<file path="config.mk">
export PLATFORM = sky130hd
export DESIGN_NAME = cfs_fault_supervisor
export DESIGN_NICKNAME = d
export VERILOG_FILES = /design/src/design/cfs_pkg.sv /design/src/design/cfs_fault_supervisor.sv
export VERILOG_INCLUDE_DIRS = /design/src /design/src/design
export SDC_FILE = /design/constraint.sdc
export NUM_CORES = 1
export LEC_CHECK = 0
export BUFFER_PORTS_ARGS = -buffer_cell sky130_fd_sc_hd__buf_2
export CELL_PAD_IN_SITES_DETAIL_PLACEMENT = 1
export CELL_PAD_IN_SITES_GLOBAL_PLACEMENT = 1
export CORE_ASPECT_RATIO = 1.1
export CORE_UTILIZATION = 40
export DETAILED_ROUTE_END_ITERATION = 12
export HOLD_SLACK_MARGIN = 0.12
export PLACE_DENSITY_LB_ADDON = 0.1
export SLEW_MARGIN = 20
export SYNTH_ARGS = -nofsm -noshare
export SYNTH_HDL_FRONTEND = slang
export SYNTH_SLANG_ARGS = --single-unit
</file>
<file path="constraint.sdc">
create_clock -name clk -period 1.78 [get_ports clk]
set_input_delay 0.356 -clock clk [delete_from_list [all_inputs] [get_ports clk]]
set_output_delay 0.356 -clock clk [all_outputs]
set_load 0.05 [all_outputs]
</file>
<file path="src/design/cfs_regs.svh">
// Constants of the CAN fault supervisor: timeouts and counts.
// Assumes a 10 MHz system clock; included by its bare name.
`ifndef CFS_REGS_SVH
`define CFS_REGS_SVH

`define CFS_CLK_HZ          10000000
`define CFS_TXD_TOUT_US     700
`define CFS_TXD_TOUT_MIN_US 525
`define CFS_TXD_TOUT_MAX_US 875
`define CFS_BUS_TOUT_US     700
`define CFS_TXD_TOUT_CYC    ((`CFS_TXD_TOUT_US * (`CFS_CLK_HZ / 1000)) / 1000)
`define CFS_BUS_TOUT_CYC    ((`CFS_BUS_TOUT_US * (`CFS_CLK_HZ / 1000)) / 1000)
`define CFS_ECHO_MISS_LIMIT 4
`define CFS_ECHO_WAIT_CYC   4
`define CFS_DOMINANT        1'b0
`define CFS_RECESSIVE       1'b1

`endif

</file>
<file path="src/design/cfs_pkg.sv">
// Types of the CAN fault supervisor.
// Assumes nothing beyond a SystemVerilog compiler.
package cfs_pkg;
    typedef enum logic [1:0] {
        CFS_ECHO_IDLE = 2'b00,
        CFS_ECHO_WAIT = 2'b01,
        CFS_ECHO_HELD = 2'b10
    } cfs_echo_e;
endpackage

</file>
<file path="src/design/cfs_fault_supervisor.sv">
// Fault supervisor that gates the CAN transmit path of the transceiver.
// Assumes tx_in, rx_echo and bus_rx synchronous to clk; 0 is dominant.
`timescale 1ns/100ps
`include "cfs_regs.svh"

// What this block does
// - Four missed receive echoes of dominant transmit disable the transmitter.
// - Receive-stuck-recessive fault latches a status flag, read and cleared serially.
// - Disabling faults keep the bus recessive until the status flag is cleared.
// - Transmit input dominant beyond about 700 us is a timeout fault.
// - Bus dominant beyond 700 us flags a permanent dominant fault.
// - All checks set one common flag; one disable bit turns checking off.
// - Transmit dominant with receive not following four times disables and latches.
// - Permanent dominant bus latches the flag but keeps the transmitter enabled.
// - During reset the transmit input is ignored and the bus held recessive.
module cfs_fault_supervisor import cfs_pkg::*; #(
    parameter int TXD_TOUT_CYC  = `CFS_TXD_TOUT_CYC,
    parameter int BUS_TOUT_CYC  = `CFS_BUS_TOUT_CYC,
    parameter int ECHO_WAIT_CYC = `CFS_ECHO_WAIT_CYC,
    parameter int MISS_LIMIT    = `CFS_ECHO_MISS_LIMIT
) (
    input  wire logic clk,                 // 10 MHz clock
    input  wire logic sys_rst,             // Synchronous reset, active high
    input  wire logic tx_in,               // Controller transmit, 0 dominant
    input  wire logic rx_echo,             // Internal receive echo
    input  wire logic bus_rx,              // Receiver bus state, 0 dominant
    input  wire logic fault_check_disable, // Turns all fault detection off
    input  wire logic status_clear,        // Serial write clearing the flag, pulse
    output logic      tx_drive,            // To driver, 0 dominant
    output logic      rx_out,              // To controller receive pin
    output logic      bus_fault,           // Common latched fault flag
    output logic      tx_disabled,         // Transmitter blocked by a fault
    output logic      txd_timeout,         // Transmit dominant timeout seen
    output logic      rx_recessive_fault,  // Receive stuck recessive seen
    output logic      bus_dominant_fault   // Permanent dominant bus seen
);

    localparam int CW = $clog2(TXD_TOUT_CYC > BUS_TOUT_CYC ? TXD_TOUT_CYC + 2
                                                            : BUS_TOUT_CYC + 2);
    localparam int EW = $clog2(ECHO_WAIT_CYC + 2);
    localparam int MW = $clog2(MISS_LIMIT + 1);

    // Counts below 1 would leave a check that fires at once instead of waiting
    if (TXD_TOUT_CYC < 1) begin : g_bad_txd_tout
        $error("cfs_fault_supervisor: TXD_TOUT_CYC must be at least 1");
    end
    if (BUS_TOUT_CYC < 1) begin : g_bad_bus_tout
        $error("cfs_fault_supervisor: BUS_TOUT_CYC must be at least 1");
    end
    if (ECHO_WAIT_CYC < 1) begin : g_bad_echo_wait
        $error("cfs_fault_supervisor: ECHO_WAIT_CYC must be at least 1");
    end
    if (MISS_LIMIT < 1) begin : g_bad_miss_limit
        $error("cfs_fault_supervisor: MISS_LIMIT must be at least 1");
    end

    cfs_echo_e       echo_state;
    cfs_echo_e       next_echo_state;
    logic [CW-1:0]   txd_cnt;
    logic [CW-1:0]   bus_cnt;
    logic [EW-1:0]   wait_cnt;
    logic [MW-1:0]   miss_cnt;
    logic            tx_prev;
    logic            tx_fall;
    logic            clr_cnt;
    logic            echo_miss;
    logic            txd_hit;
    logic            bus_hit;
    logic            miss_hit;
    logic            block_hit;
    logic            checks_on;

    // Saturates so a long dominant run never wraps back onto the limit
    function automatic logic [CW-1:0] sat_inc(input logic [CW-1:0] v);
        return (v == {CW{1'b1}}) ? v : v + CW'(1);
    endfunction

    // Level test shared by every pin check
    function automatic logic is_dom(input logic v);
        return v == `CFS_DOMINANT;
    endfunction

    assign checks_on = !fault_check_disable;
    assign clr_cnt   = sys_rst || status_clear || !checks_on;
    assign tx_fall   = !is_dom(tx_prev) && is_dom(tx_in);
    assign txd_hit   = checks_on && (txd_cnt == CW'(TXD_TOUT_CYC)) &&
                       is_dom(tx_in);
    assign bus_hit   = checks_on && (bus_cnt == CW'(BUS_TOUT_CYC)) &&
                       is_dom(bus_rx);
    assign echo_miss = checks_on && (echo_state == CFS_ECHO_WAIT) && !is_dom(rx_echo) &&
                       (wait_cnt == EW'(ECHO_WAIT_CYC));
    assign miss_hit  = echo_miss && (miss_cnt == MW'(MISS_LIMIT - 1));
    assign block_hit = txd_hit || miss_hit;

    // Transmit dominant duration
    always_ff @(posedge clk) begin
        if (clr_cnt || !is_dom(tx_in)) begin
            txd_cnt <= '0;
        end else begin
            txd_cnt <= sat_inc(txd_cnt);
        end
    end

    // Bus dominant duration
    always_ff @(posedge clk) begin
        if (clr_cnt || !is_dom(bus_rx)) begin
            bus_cnt <= '0;
        end else begin
            bus_cnt <= sat_inc(bus_cnt);
        end
    end

    // Previous transmit level; reset to idle so a transmit input dominant at reset exit counts as an edge
    always_ff @(posedge clk) begin
        if (sys_rst) begin
            tx_prev <= `CFS_RECESSIVE;
        end else begin
            tx_prev <= tx_in;
        end
    end

    // Echo window opened by each falling transmit edge
    always_comb begin
        next_echo_state = echo_state;
        case (echo_state)
            CFS_ECHO_IDLE: begin
                if (tx_fall) begin
                    next_echo_state = CFS_ECHO_WAIT;
                end
            end
            CFS_ECHO_WAIT: begin
                if (is_dom(rx_echo) || echo_miss) begin
                    next_echo_state = CFS_ECHO_HELD;
                end else if (!is_dom(tx_in)) begin
                    next_echo_state = CFS_ECHO_IDLE;
                end
            end
            CFS_ECHO_HELD: begin
                if (!is_dom(tx_in)) begin
                    next_echo_state = CFS_ECHO_IDLE;
                end
            end
            default: next_echo_state = CFS_ECHO_IDLE;
        endcase
    end

    always_ff @(posedge clk) begin
        if (clr_cnt) begin
            echo_state <= CFS_ECHO_IDLE;
        end else begin
            echo_state <= next_echo_state;
        end
    end

    // Cycles spent waiting for the echo
    always_ff @(posedge clk) begin
        if (clr_cnt || echo_state != CFS_ECHO_WAIT) begin
            wait_cnt <= '0;
        end else begin
            wait_cnt <= wait_cnt + EW'(1);
        end
    end

    // Missed echoes; good echoes do not undo earlier misses
    always_ff @(posedge clk) begin
        if (clr_cnt) begin
            miss_cnt <= '0;
        end else if (echo_miss && !miss_hit) begin
            miss_cnt <= miss_cnt + MW'(1);
        end
    end

    // Sticky flags below: a new fault wins over a clear
    always_ff @(posedge clk) begin
        if (sys_rst) begin
            txd_timeout <= 1'b0;
        end else begin
            txd_timeout <= txd_hit || (txd_timeout && !status_clear);
        end
    end

    always_ff @(posedge clk) begin
        if (sys_rst) begin
            rx_recessive_fault <= 1'b0;
        end else begin
            rx_recessive_fault <= miss_hit || (rx_recessive_fault && !status_clear);
        end
    end

    always_ff @(posedge clk) begin
        if (sys_rst) begin
            bus_dominant_fault <= 1'b0;
        end else begin
            bus_dominant_fault <= bus_hit || (bus_dominant_fault && !status_clear);
        end
    end

    always_ff @(posedge clk) begin
        if (sys_rst) begin
            bus_fault <= 1'b0;
        end else begin
            bus_fault <= block_hit || bus_hit ||
                         (bus_fault && !status_clear);
        end
    end

    // Blocking faults hold the driver off until cleared
    always_ff @(posedge clk) begin
        if (sys_rst) begin
            tx_disabled <= 1'b0;
        end else begin
            tx_disabled <= block_hit || (tx_disabled && !status_clear);
        end
    end

    // Driver forced recessive from the detecting edge on
    always_ff @(posedge clk) begin
        if (sys_rst) begin
            tx_drive <= `CFS_RECESSIVE;
        end else begin
            tx_drive <= (tx_disabled || block_hit) ? `CFS_RECESSIVE : tx_in;
        end
    end

    // Bus state passed on to the controller
    always_ff @(posedge clk) begin
        if (sys_rst) begin
            rx_out <= `CFS_RECESSIVE;
        end else begin
            rx_out <= bus_rx;
        end
    end

endmodule // cfs_fault_supervisor

</file>
==> results.py, run 1 <==
metrics = {
    "outcome": {
        "status": "finished, final reports clean",
    },
    "cts": {
        "numClockSinks": 42,
        "clk_path_buf_depth": 2,
        "numCtsBuffers": 5,
        "insertion_delay_ps": 290,
        "cts_tree": "done",
        "clock_tree.root_cell": "clkbuf_8",
        "cts_max_level": 2,
        "path_clk_slew_ps": 80,
    },
    "placed_design": {
        "placedInstanceArea_um2": 2160,
        "post-dp-hpwl_um": 3240,
        "dp_slack_ps": 94.5,
        "port-buffer-count": 13,
        "place_congestion": 0.779,
    },
    "timing": {
        "slew_violations": 0,
        "tns_ps": 0,
        "worst_pin_slew_ps": 448,
        "hold_viol_final": 0,
        "fin_crit_sh": 0.944,
        "skew_ps": 6.20,
        "setup_viol": 0,
        "holdWs_ps": 317,
        "relSlewSlack": 0.699,
        "max_freq_mhz": 595,
        "rsz0062_at_grt": "no",
        "layout_setup_ws_ps": 99.1,
        "timing.final.crit_period_ps": 1680,
    },
    "synthesis": {
        "synth_top_area_frac": 0.420,
        "yosysSeqAreaShare": 0.420,
        "yosysUniqueCellTypes": 43,
        "syn_nets": 244,
        "syn_area_per_cell_um2": 8.75,
        "yosys.area.top_type": "dfxtp_1",
        "synth_top_flop_cell": "dfxtp_1",
        "synth_edf_count": 0,
        "synth-seq-cells": 42,
        "yosys-top-cells-area": "dfxtp_1, ha_1, a21oi_1",
        "netlist_instances": 229,
        "synthesis.area_um2": 2000,
        "synthArstFlopShare": 0,
        "yosys_warnings": 0,
    },
    "floorplanning": {
        "rows": 26,
        "start_util": 0.425,
        "dieArea_um2": 5300,
        "io_pins": 14,
        "die_x_um": 69.5,
        "core_region_area_um2": 4720,
        "fp.dieH_um": 76.2,
    },
    "routing": {
        "via_count": 1694,
        "antenna_left": 0,
        "drt_drc_violations_left": 0,
        "drt-pass1-iter-count": 4,
        "wl_met3_um": 144,
        "topRoutingLayerUsed": "met4",
        "route.met2.wl_um": 2050,
        "wl_um": 4370,
        "wl_met1_um": 2140,
        "avgViaCountPerCell": 5.55,
        "dr.first_iter.drc_count": 40,
        "wl_per_cell_um": 14.3,
    },
    "final_layout": {
        "area_delta_synth_final_pct": 12.9,
        "nNetsFinal": 263,
        "layout-drive-gt1-share": 0.153,
        "design_area_um2": 2260,
        "diodes": 0,
    },
    "min_path": {
        "whs_path_depth": 2,
        "hold_class": "primary input to flop",
    },
    "power": {
        "total_power_mw": 1.66,
        "powerDensity_nw_per_um2": 732,
        "ir_worst_vdd_mv": 0.317,
        "leakage_nw": 0.803,
    },
    "grt": {
        "grt_max_degree": 14,
        "antenna_found_initial": 0,
        "first_global_vias": 1689,
        "grt_pass1_wl_um": 7820,
        "track_usage": 0.180,
        "grt-ovfl-total": 0,
    },
    "critical_path": {
        "critPathMaxFanout": 5,
        "cp.required_ps": 2000,
        "arrival_ps": 1900,
        "path_class": "flop to flop",
        "startpoint_type": "flop",
        "ff2ff_path_depth": 5,
        "crit_path_end_kind": "flop",
    },
    "job": {
        "maxCapViolations": 0,
    },
}
==> per-stage QoR <==
stage / instances / util
after floorplan: 229 / -
after global placement: 297 / 0.457
after detailed placement: 297 / 0.457
after CTS: 305 / 0.477
after global routing: 305 / 0.479
final: 305 / 0.479
==> cell families (layout without fill, tap and decap cells) <==
logic type      count (synthesis)  after routing  share of synthesized area
simple gates                  101            101                      0.305
mux                             2              2                    0.00999
buf+inv                        20             40                     0.0381
xor+xnor                        7              7                     0.0306
fa+ha+maj                       8              8                     0.0500
flops                          42             42                      0.420
compound gates                 49             49                      0.147
==> state kept, by name (all words and copies together), names as in the netlist <==
register,count
tx_disabled,1
bus_fault,1
tx_prev,1
rx_out,1
tx_drive,1
echo_state,2
bus_cnt,13
bus_dominant_fault,1
txd_timeout,1
miss_cnt,3
txd_cnt,13
wait_cnt,3
rx_recessive_fault,1
==> cell usage in the layout (no fill, tap or decap), types with 3 or more instances in the layout <==
master    instances
a211oi_1          3
a21oi_1          17
a31oi_1           6
and3_1            7
and4_1            4
buf_2            13
buf_4             6
clkbuf_8          6
dfxtp_1          41
ha_1              8
inv_1            13
nand2_1          13
nand2b_1          9
nand3_1          12
nand4_1           5
nor2_1           18
nor2b_1           3
nor3_1            5
o21ai_0           7
o21ai_1           5
o31ai_1           3
or3_1             8
xnor2_1           5
==> metal layers <==
layer,global-route usage,up-vias
li1,-,863
met1,0.240,807
met2,0.287,22
met3,0.0450,2
met4,0.0490,0
met5,0,-
==> synth_stat cells, types with 6 or more instances <==
cell type and instances:
nand2_1 13, nor2_1 18, a21oi_1 17, a31oi_1 6, o21ai_0 7, dfxtp_1 42, nand2b_1 9, nand3_1 12
and3_1 7, inv_1 13, ha_1 8, or3_1 8, clkbuf_1 6
==> worst max-delay path, cell delays in order (launching register included) <==
cell	delay, ps
dfxtp_1	350
ha_1	220
and4_4	200
a211o_4	350
or3_1	340
a21oi_1	150
==> layout make-up <==
cell class                      count  area [um^2]
Tap cell                           56         70.1
Timing Repair Buffer               19          110
Clock inverter                      2         12.5
Clock buffer                        6         82.6
Inverter                           13         48.8
Multi-Input combinational cell    167         1090
Sequential cell                    42          842
Fill cell                         559         2460
==> what timing repair did <==
item	4_1_cts	5_1_grt
setup buffers	0	0
hold buffers	0	0
setup endpoints to repair	0	2
resized for setup	0	2
==> report_power, final <==
group	internal, mW	switching, mW
Sequential	0.944	0.00281
Clock	0.312	0.339
Combinational	0.0206	0.0370
Total	1.28	0.379
==> path summary, 6_finish.rpt <==
check                 to         from  slack (ps)
max           txd_cnt[9]   txd_cnt[0]         100
min               rx_out       bus_rx         320
max reg2reg   txd_cnt[9]   txd_cnt[0]         100
min reg2reg  wait_cnt[0]  wait_cnt[0]         460
No activity file was read; power rests on OpenSTA's default activity.
==> inputs of run 2 (changes only) <==
- CELL_PAD_IN_SITES_DETAIL_PLACEMENT: 1 -> 0
- CELL_PAD_IN_SITES_GLOBAL_PLACEMENT: 1 -> 2
- CORE_UTILIZATION: 40 -> 33
==> run 2 against run 1 <==
  * Worst setup slack better by 41 ps
  * Routed wire length fell by 0.85%
  * Sequential power hardly changed
  * Combinational power increased by 3%
  * Clock power grew 15%
  * Non-clock buffer count rose by 5
  * Fmax rose by 2.5%
  * Total power up 6.1%
  * Largest power group unchanged
==> results.py, run 2 (synthesis results as in run 1) <==
metrics = {
    "final_layout": {
        "layout-drive-gt1-share": 0.161,
        "fillers": 601,
        "final_cells": 331,
        "biggestRegsByFlops": "bus_cnt x13, txd_cnt x13",
        "layout_commonest_cell": "dfxtp_1",
        "nNetsFinal": 268,
        "diodes": 0,
        "area_delta_synth_final_pct": 16.2,
        "final_cell_mix": "dfxtp_1, nor2_1, a21oi_1",
    },
    "power": {
        "p_int_mw": 1.38,
        "ir_worst_vdd_mv": 0.297,
        "power.share.clock": 0.427,
        "p_sw_frac": 0.215,
        "p_switching_mw": 0.378,
        "p_seq_frac": 0.539,
        "powerDensity_nw_per_um2": 754,
        "p_comb_frac": 0.034,
        "leakage_nw": 0.837,
        "total_power_mw": 1.76,
    },
    "cts": {
        "cts_tree": "done",
        "clk_path_buf_depth": 2,
        "cts_resized": 0,
        "insertion_delay_ps": 300,
        "numClockSinks": 42,
        "postCtsSetupBuffers": 0,
        "clock_tree.root_cell": "clkbuf_8",
        "cts_max_level": 2,
        "path_clk_slew_ps": 80,
        "cts_hold_buf": 0,
        "numCtsBuffers": 5,
    },
    "critical_path": {
        "r2r-start": "txd_cnt[0]",
        "timing.rr.end": "txd_cnt[9]",
        "cp.required_ps": 2010,
        "worst-path-buf-inv": 0,
        "startpoint_type": "flop",
        "crit_path_end_kind": "flop",
        "critPathTopFamily": "simple AND/OR/NAND/NOR gates",
        "critPathMaxFanout": 5,
        "ff2ff_path_depth": 5,
        "critPathMaxStageDelay_ps": 350,
        "crit_chain": "ha_1 -> and4_4 -> a211o_1 -> or3_1 -> a21oi_1",
        "arrival_ps": 1870,
        "crit_slowest_cell": "or3_1",
        "r2r_slack_ps": 140,
        "path_class": "flop to flop",
    },
    "timing": {
        "setup_viol": 0,
        "slew_violations": 0,
        "worst_pin_slew_ps": 437,
        "skew_ps": 5.25,
        "max_freq_mhz": 610,
        "timing.final.crit_period_ps": 1640,
        "rsz0062_at_grt": "no",
        "relSlewSlack": 0.706,
        "fin_crit_sh": 0.921,
        "tns_ps": 0,
        "hold_viol_final": 0,
    },
    "routing": {
        "avgViaCountPerCell": 5.09,
        "drt-pass1-iter-count": 4,
        "wl_um": 4330,
        "via_count": 1685,
        "dr.first_iter.drc_count": 52,
        "drt_drc_violations_left": 0,
        "antenna_left": 0,
        "wl_per_cell_um": 13.1,
    },
    "placed_design": {
        "place_congestion": 0.727,
        "place_inst": 323,
        "port-buffer-count": 13,
        "post-dp-hpwl_um": 3200,
    },
    "min_path": {
        "hp-start": "bus_rx",
        "whs_path_depth": 2,
        "min_delay_worst_endpoint": "rx_out",
        "hold_class": "primary input to flop",
    },
    "grt": {
        "grt-ovfl-total": 0,
        "track_usage": 0.144,
        "antenna_found_initial": 0,
        "first_global_vias": 1564,
        "grt_pass1_wl_um": 7370,
        "grt_max_degree": 14,
    },
    "floorplanning": {
        "rows": 29,
        "die_x_um": 76.3,
        "start_util": 0.345,
        "fp.dieH_um": 83.7,
        "dieArea_um2": 6390,
        "io_pins": 14,
        "core_region_area_um2": 5810,
    },
    "outcome": {
        "status": "finished, final reports clean",
    },
    "job": {
        "maxCapViolations": 0,
    },
}
==> run 2: per-layer routing <==
metal,part of all wire,global-route usage,routed length [um],vias up
li1,-,-,-,877
met1,0.54,0.201,2320,780
met2,0.42,0.215,1820,21
met3,0.030,0.0350,132,7
met4,0.014,0.0524,62,0
met5,0,0,0,-
==> run 2: power by group through the flow <==
stage / Sequential, mW / Combinational, mW / Clock, mW
floorplan: 0.977 / 0.0263 / 0
global placement: 0.969 / 0.0612 / 0
detailed placement: 0.969 / 0.0605 / 0
CTS: 0.947 / 0.0608 / 0.782
global route: 0.947 / 0.0656 / 0.828
finish: 0.946 / 0.0595 / 0.751
==> run 2: area by class of cell <==
class,count,area [um^2],share of cell area
Tap cell,77,96.3,0.0414
Clock buffer,5,68.8,0.0296
Timing Repair Buffer,24,148,0.0634
Multi-Input combinational cell,167,1090,0.466
Sequential cell,42,841,0.361
Inverter,13,48.8,0.0210
Clock inverter,3,40.0,0.0172
==> run 2: through the flow <==
step                      setup slack, ps  area [um^2]  hold WS [ps]   util
final                                 140         2330           295  0.401
after global routing                 34.2         2330           283  0.401
after CTS                             146         2330           291  0.401
after detailed placement              166         2220           439  0.382
after global placement                193         2220           432  0.382
after floorplan                       129         2000           417      -
==> run 2: how the worst max path moves through the flow <==
stage	endpoint	cells past startpoint	start	slack [ps]
floorplan	txd_cnt[11]	5	txd_cnt[0]	130
global placement	bus_cnt[10]	5	bus_cnt[1]	190
detailed placement	txd_cnt[11]	5	txd_cnt[0]	170
CTS	txd_cnt[11]	5	txd_cnt[0]	150
global route	bus_cnt[10]	5	bus_cnt[1]	30
finish	txd_cnt[9]	5	txd_cnt[0]	140
==> run 2: worst register-to-register path, stage by stage, from the launching register on <==
cell and delay [ps]:
dfxtp_1 320, ha_1 210, and4_4 200, a211o_1 340
or3_1 350, a21oi_1 150
==> inputs of run 3 (changes only) <==
- CORE_ASPECT_RATIO: 1.1 -> unset
- CORE_MARGIN: unset -> 3
==> run 3 against run 2 <==
  * Utilization up 0.83 points
  * Via count down 3.3%
  * Register-to-register slack about the same
  * Highest routed layer unchanged
  * Critical path type unchanged
  * Fmax up 0.17%
  * Total power up 0.59%
  * Sequential power about the same
  * Die area up 10%
  * Cell area down 0.21%
  * Routed wire length down 2.8%
  * Combinational power up 3%
  * Critical endpoint is now txd_cnt[11]
  * Sequential share of layout area up 0.078 points
  * Critical path depth unchanged
==> results.py, run 3 (synthesis results as in run 1) <==
metrics = {
    "outcome": {
        "status": "finished, final reports clean",
    },
    "floorplanning": {
        "dieArea_um2": 7040,
        "io_pins": 14,
        "core_region_area_um2": 5680,
        "start_util": 0.353,
        "die_x_um": 83.9,
        "fp.dieH_um": 83.9,
        "rows": 27,
    },
    "final_layout": {
        "area_delta_synth_final_pct": 16.0,
        "fin_util": 0.409,
        "layout_commonest_cell": "dfxtp_1",
        "diodes": 0,
        "layout-drive-gt1-share": 0.157,
        "nNetsFinal": 268,
        "biggestRegsByFlops": "bus_cnt x13, txd_cnt x13",
        "final_cell_mix": "dfxtp_1, nor2_1, a21oi_1",
        "fillers": 589,
    },
    "critical_path": {
        "arrival_ps": 1850,
        "crit_path_end_kind": "flop",
        "cp.required_ps": 1990,
        "startpoint_type": "flop",
        "critPathMaxFanout": 5,
        "path_class": "flop to flop",
    },
    "grt": {
        "grt.busiest_layer": "met2",
        "use_met3": 0.0336,
        "grt_max_degree": 14,
        "first_global_vias": 1586,
        "gr-usage-met2": 0.188,
        "track_usage": 0.128,
        "grt_pass1_wl_um": 7490,
        "grt-ovfl-total": 0,
        "antenna_found_initial": 0,
        "grt_use_met1": 0.186,
    },
    "routing": {
        "avgViaCountPerCell": 5.00,
        "wl_um": 4210,
        "drt-pass1-iter-count": 4,
        "dr.first_iter.drc_count": 46,
        "wl_per_cell_um": 12.9,
        "via_count": 1629,
        "antenna_left": 0,
        "drt_drc_violations_left": 0,
    },
    "cts": {
        "numClockSinks": 42,
        "postCtsSetupBuffers": 0,
        "insertion_delay_ps": 290,
        "clock_tree.root_cell": "clkbuf_8",
        "cts_max_level": 2,
        "clk_path_buf_depth": 2,
        "numCtsBuffers": 5,
        "path_clk_slew_ps": 90,
        "cts_tree": "done",
        "cts_hold_buf": 0,
        "cts_resized": 0,
    },
    "power": {
        "power.share.clock": 0.430,
        "powerDensity_nw_per_um2": 761,
        "p_comb_frac": 0.035,
        "leakage_nw": 0.830,
        "p_seq_frac": 0.536,
        "p_int_mw": 1.39,
        "p_switching_mw": 0.380,
        "p_sw_frac": 0.215,
        "ir_worst_vdd_mv": 0.410,
    },
    "timing": {
        "skew_ps": 13.5,
        "tns_ps": 0,
        "hold_viol_final": 0,
        "max_freq_mhz": 611,
        "setup_viol": 0,
        "timing.final.crit_period_ps": 1640,
        "worst_pin_slew_ps": 429,
        "relSlewSlack": 0.712,
        "fin_crit_sh": 0.920,
        "slew_violations": 0,
        "rsz0062_at_grt": "no",
    },
    "placed_design": {
        "port-buffer-count": 13,
        "place_congestion": 0.737,
        "post-dp-hpwl_um": 3160,
    },
    "min_path": {
        "hold_class": "primary input to flop",
    },
    "job": {
        "maxCapViolations": 0,
    },
}
[run 3: cell types whose count changed in the layout (fill, tap and decap cells not counted), sizes merged]
cell,previous run,this run
clkbuf,5,6
clkinvlp,0,1
clkinv,2,0
[run 3: final timing paths]
kind          startpoint     endpoint  slack (ps)  cells past startpoint
max           txd_cnt[0]  txd_cnt[11]         140                      5
min               bus_rx       rx_out         330                      2
max reg2reg   txd_cnt[0]  txd_cnt[11]         140                      5
min reg2reg  wait_cnt[0]  wait_cnt[0]         460                      1
[run 3: power groups by stage]
stage	sequential, mW	clock (mW)	combinational [mW]
floorplan	0.977	0	0.0263
global placement	0.969	0	0.0626
detailed placement	0.969	0	0.0620
CTS	0.947	0.790	0.0623
global route	0.948	0.832	0.0689
finish	0.947	0.759	0.0612
[run 3: layer usage]
metal / share of wire / wire (um)
met1: 0.56 / 2350
met2: 0.40 / 1680
met3: 0.036 / 152
met4: 0.0059 / 25
met5: 0 / 0
[run 3: through the flow]
step           setup WS [ps]  instance area, um^2  cells  power [mW]  hold WS (ps)
4_1_cts                  130                 2320    326        1.80           327
6_report                 143                 2320    326        1.77           326
2_1_floorplan            129                 2000    229        1.00           417
5_1_grt                 12.9                 2320    326        1.85           330
3_5_place_dp             150                 2210    318        1.03           436
3_3_place_gp             184                 2210    318        1.03           435
[run 3: critical path, stage by stage, from the launching register on]
cell,delay [ps]
dfxtp_1,320
ha_1,200
and4_4,200
a211o_1,350
or3_1,350
a21oi_1,150
[run 3: final cells by class]
class                      count  area [um^2]  share of cell area
timing repair buffer          24          148              0.0635
clock buffer                   6         72.6              0.0312
tap                           72         90.1              0.0388
multi-input combinational    167         1090               0.467
clock inverter                 2         37.5              0.0162
sequential                    42          841               0.362
inverter                      13         48.8              0.0210
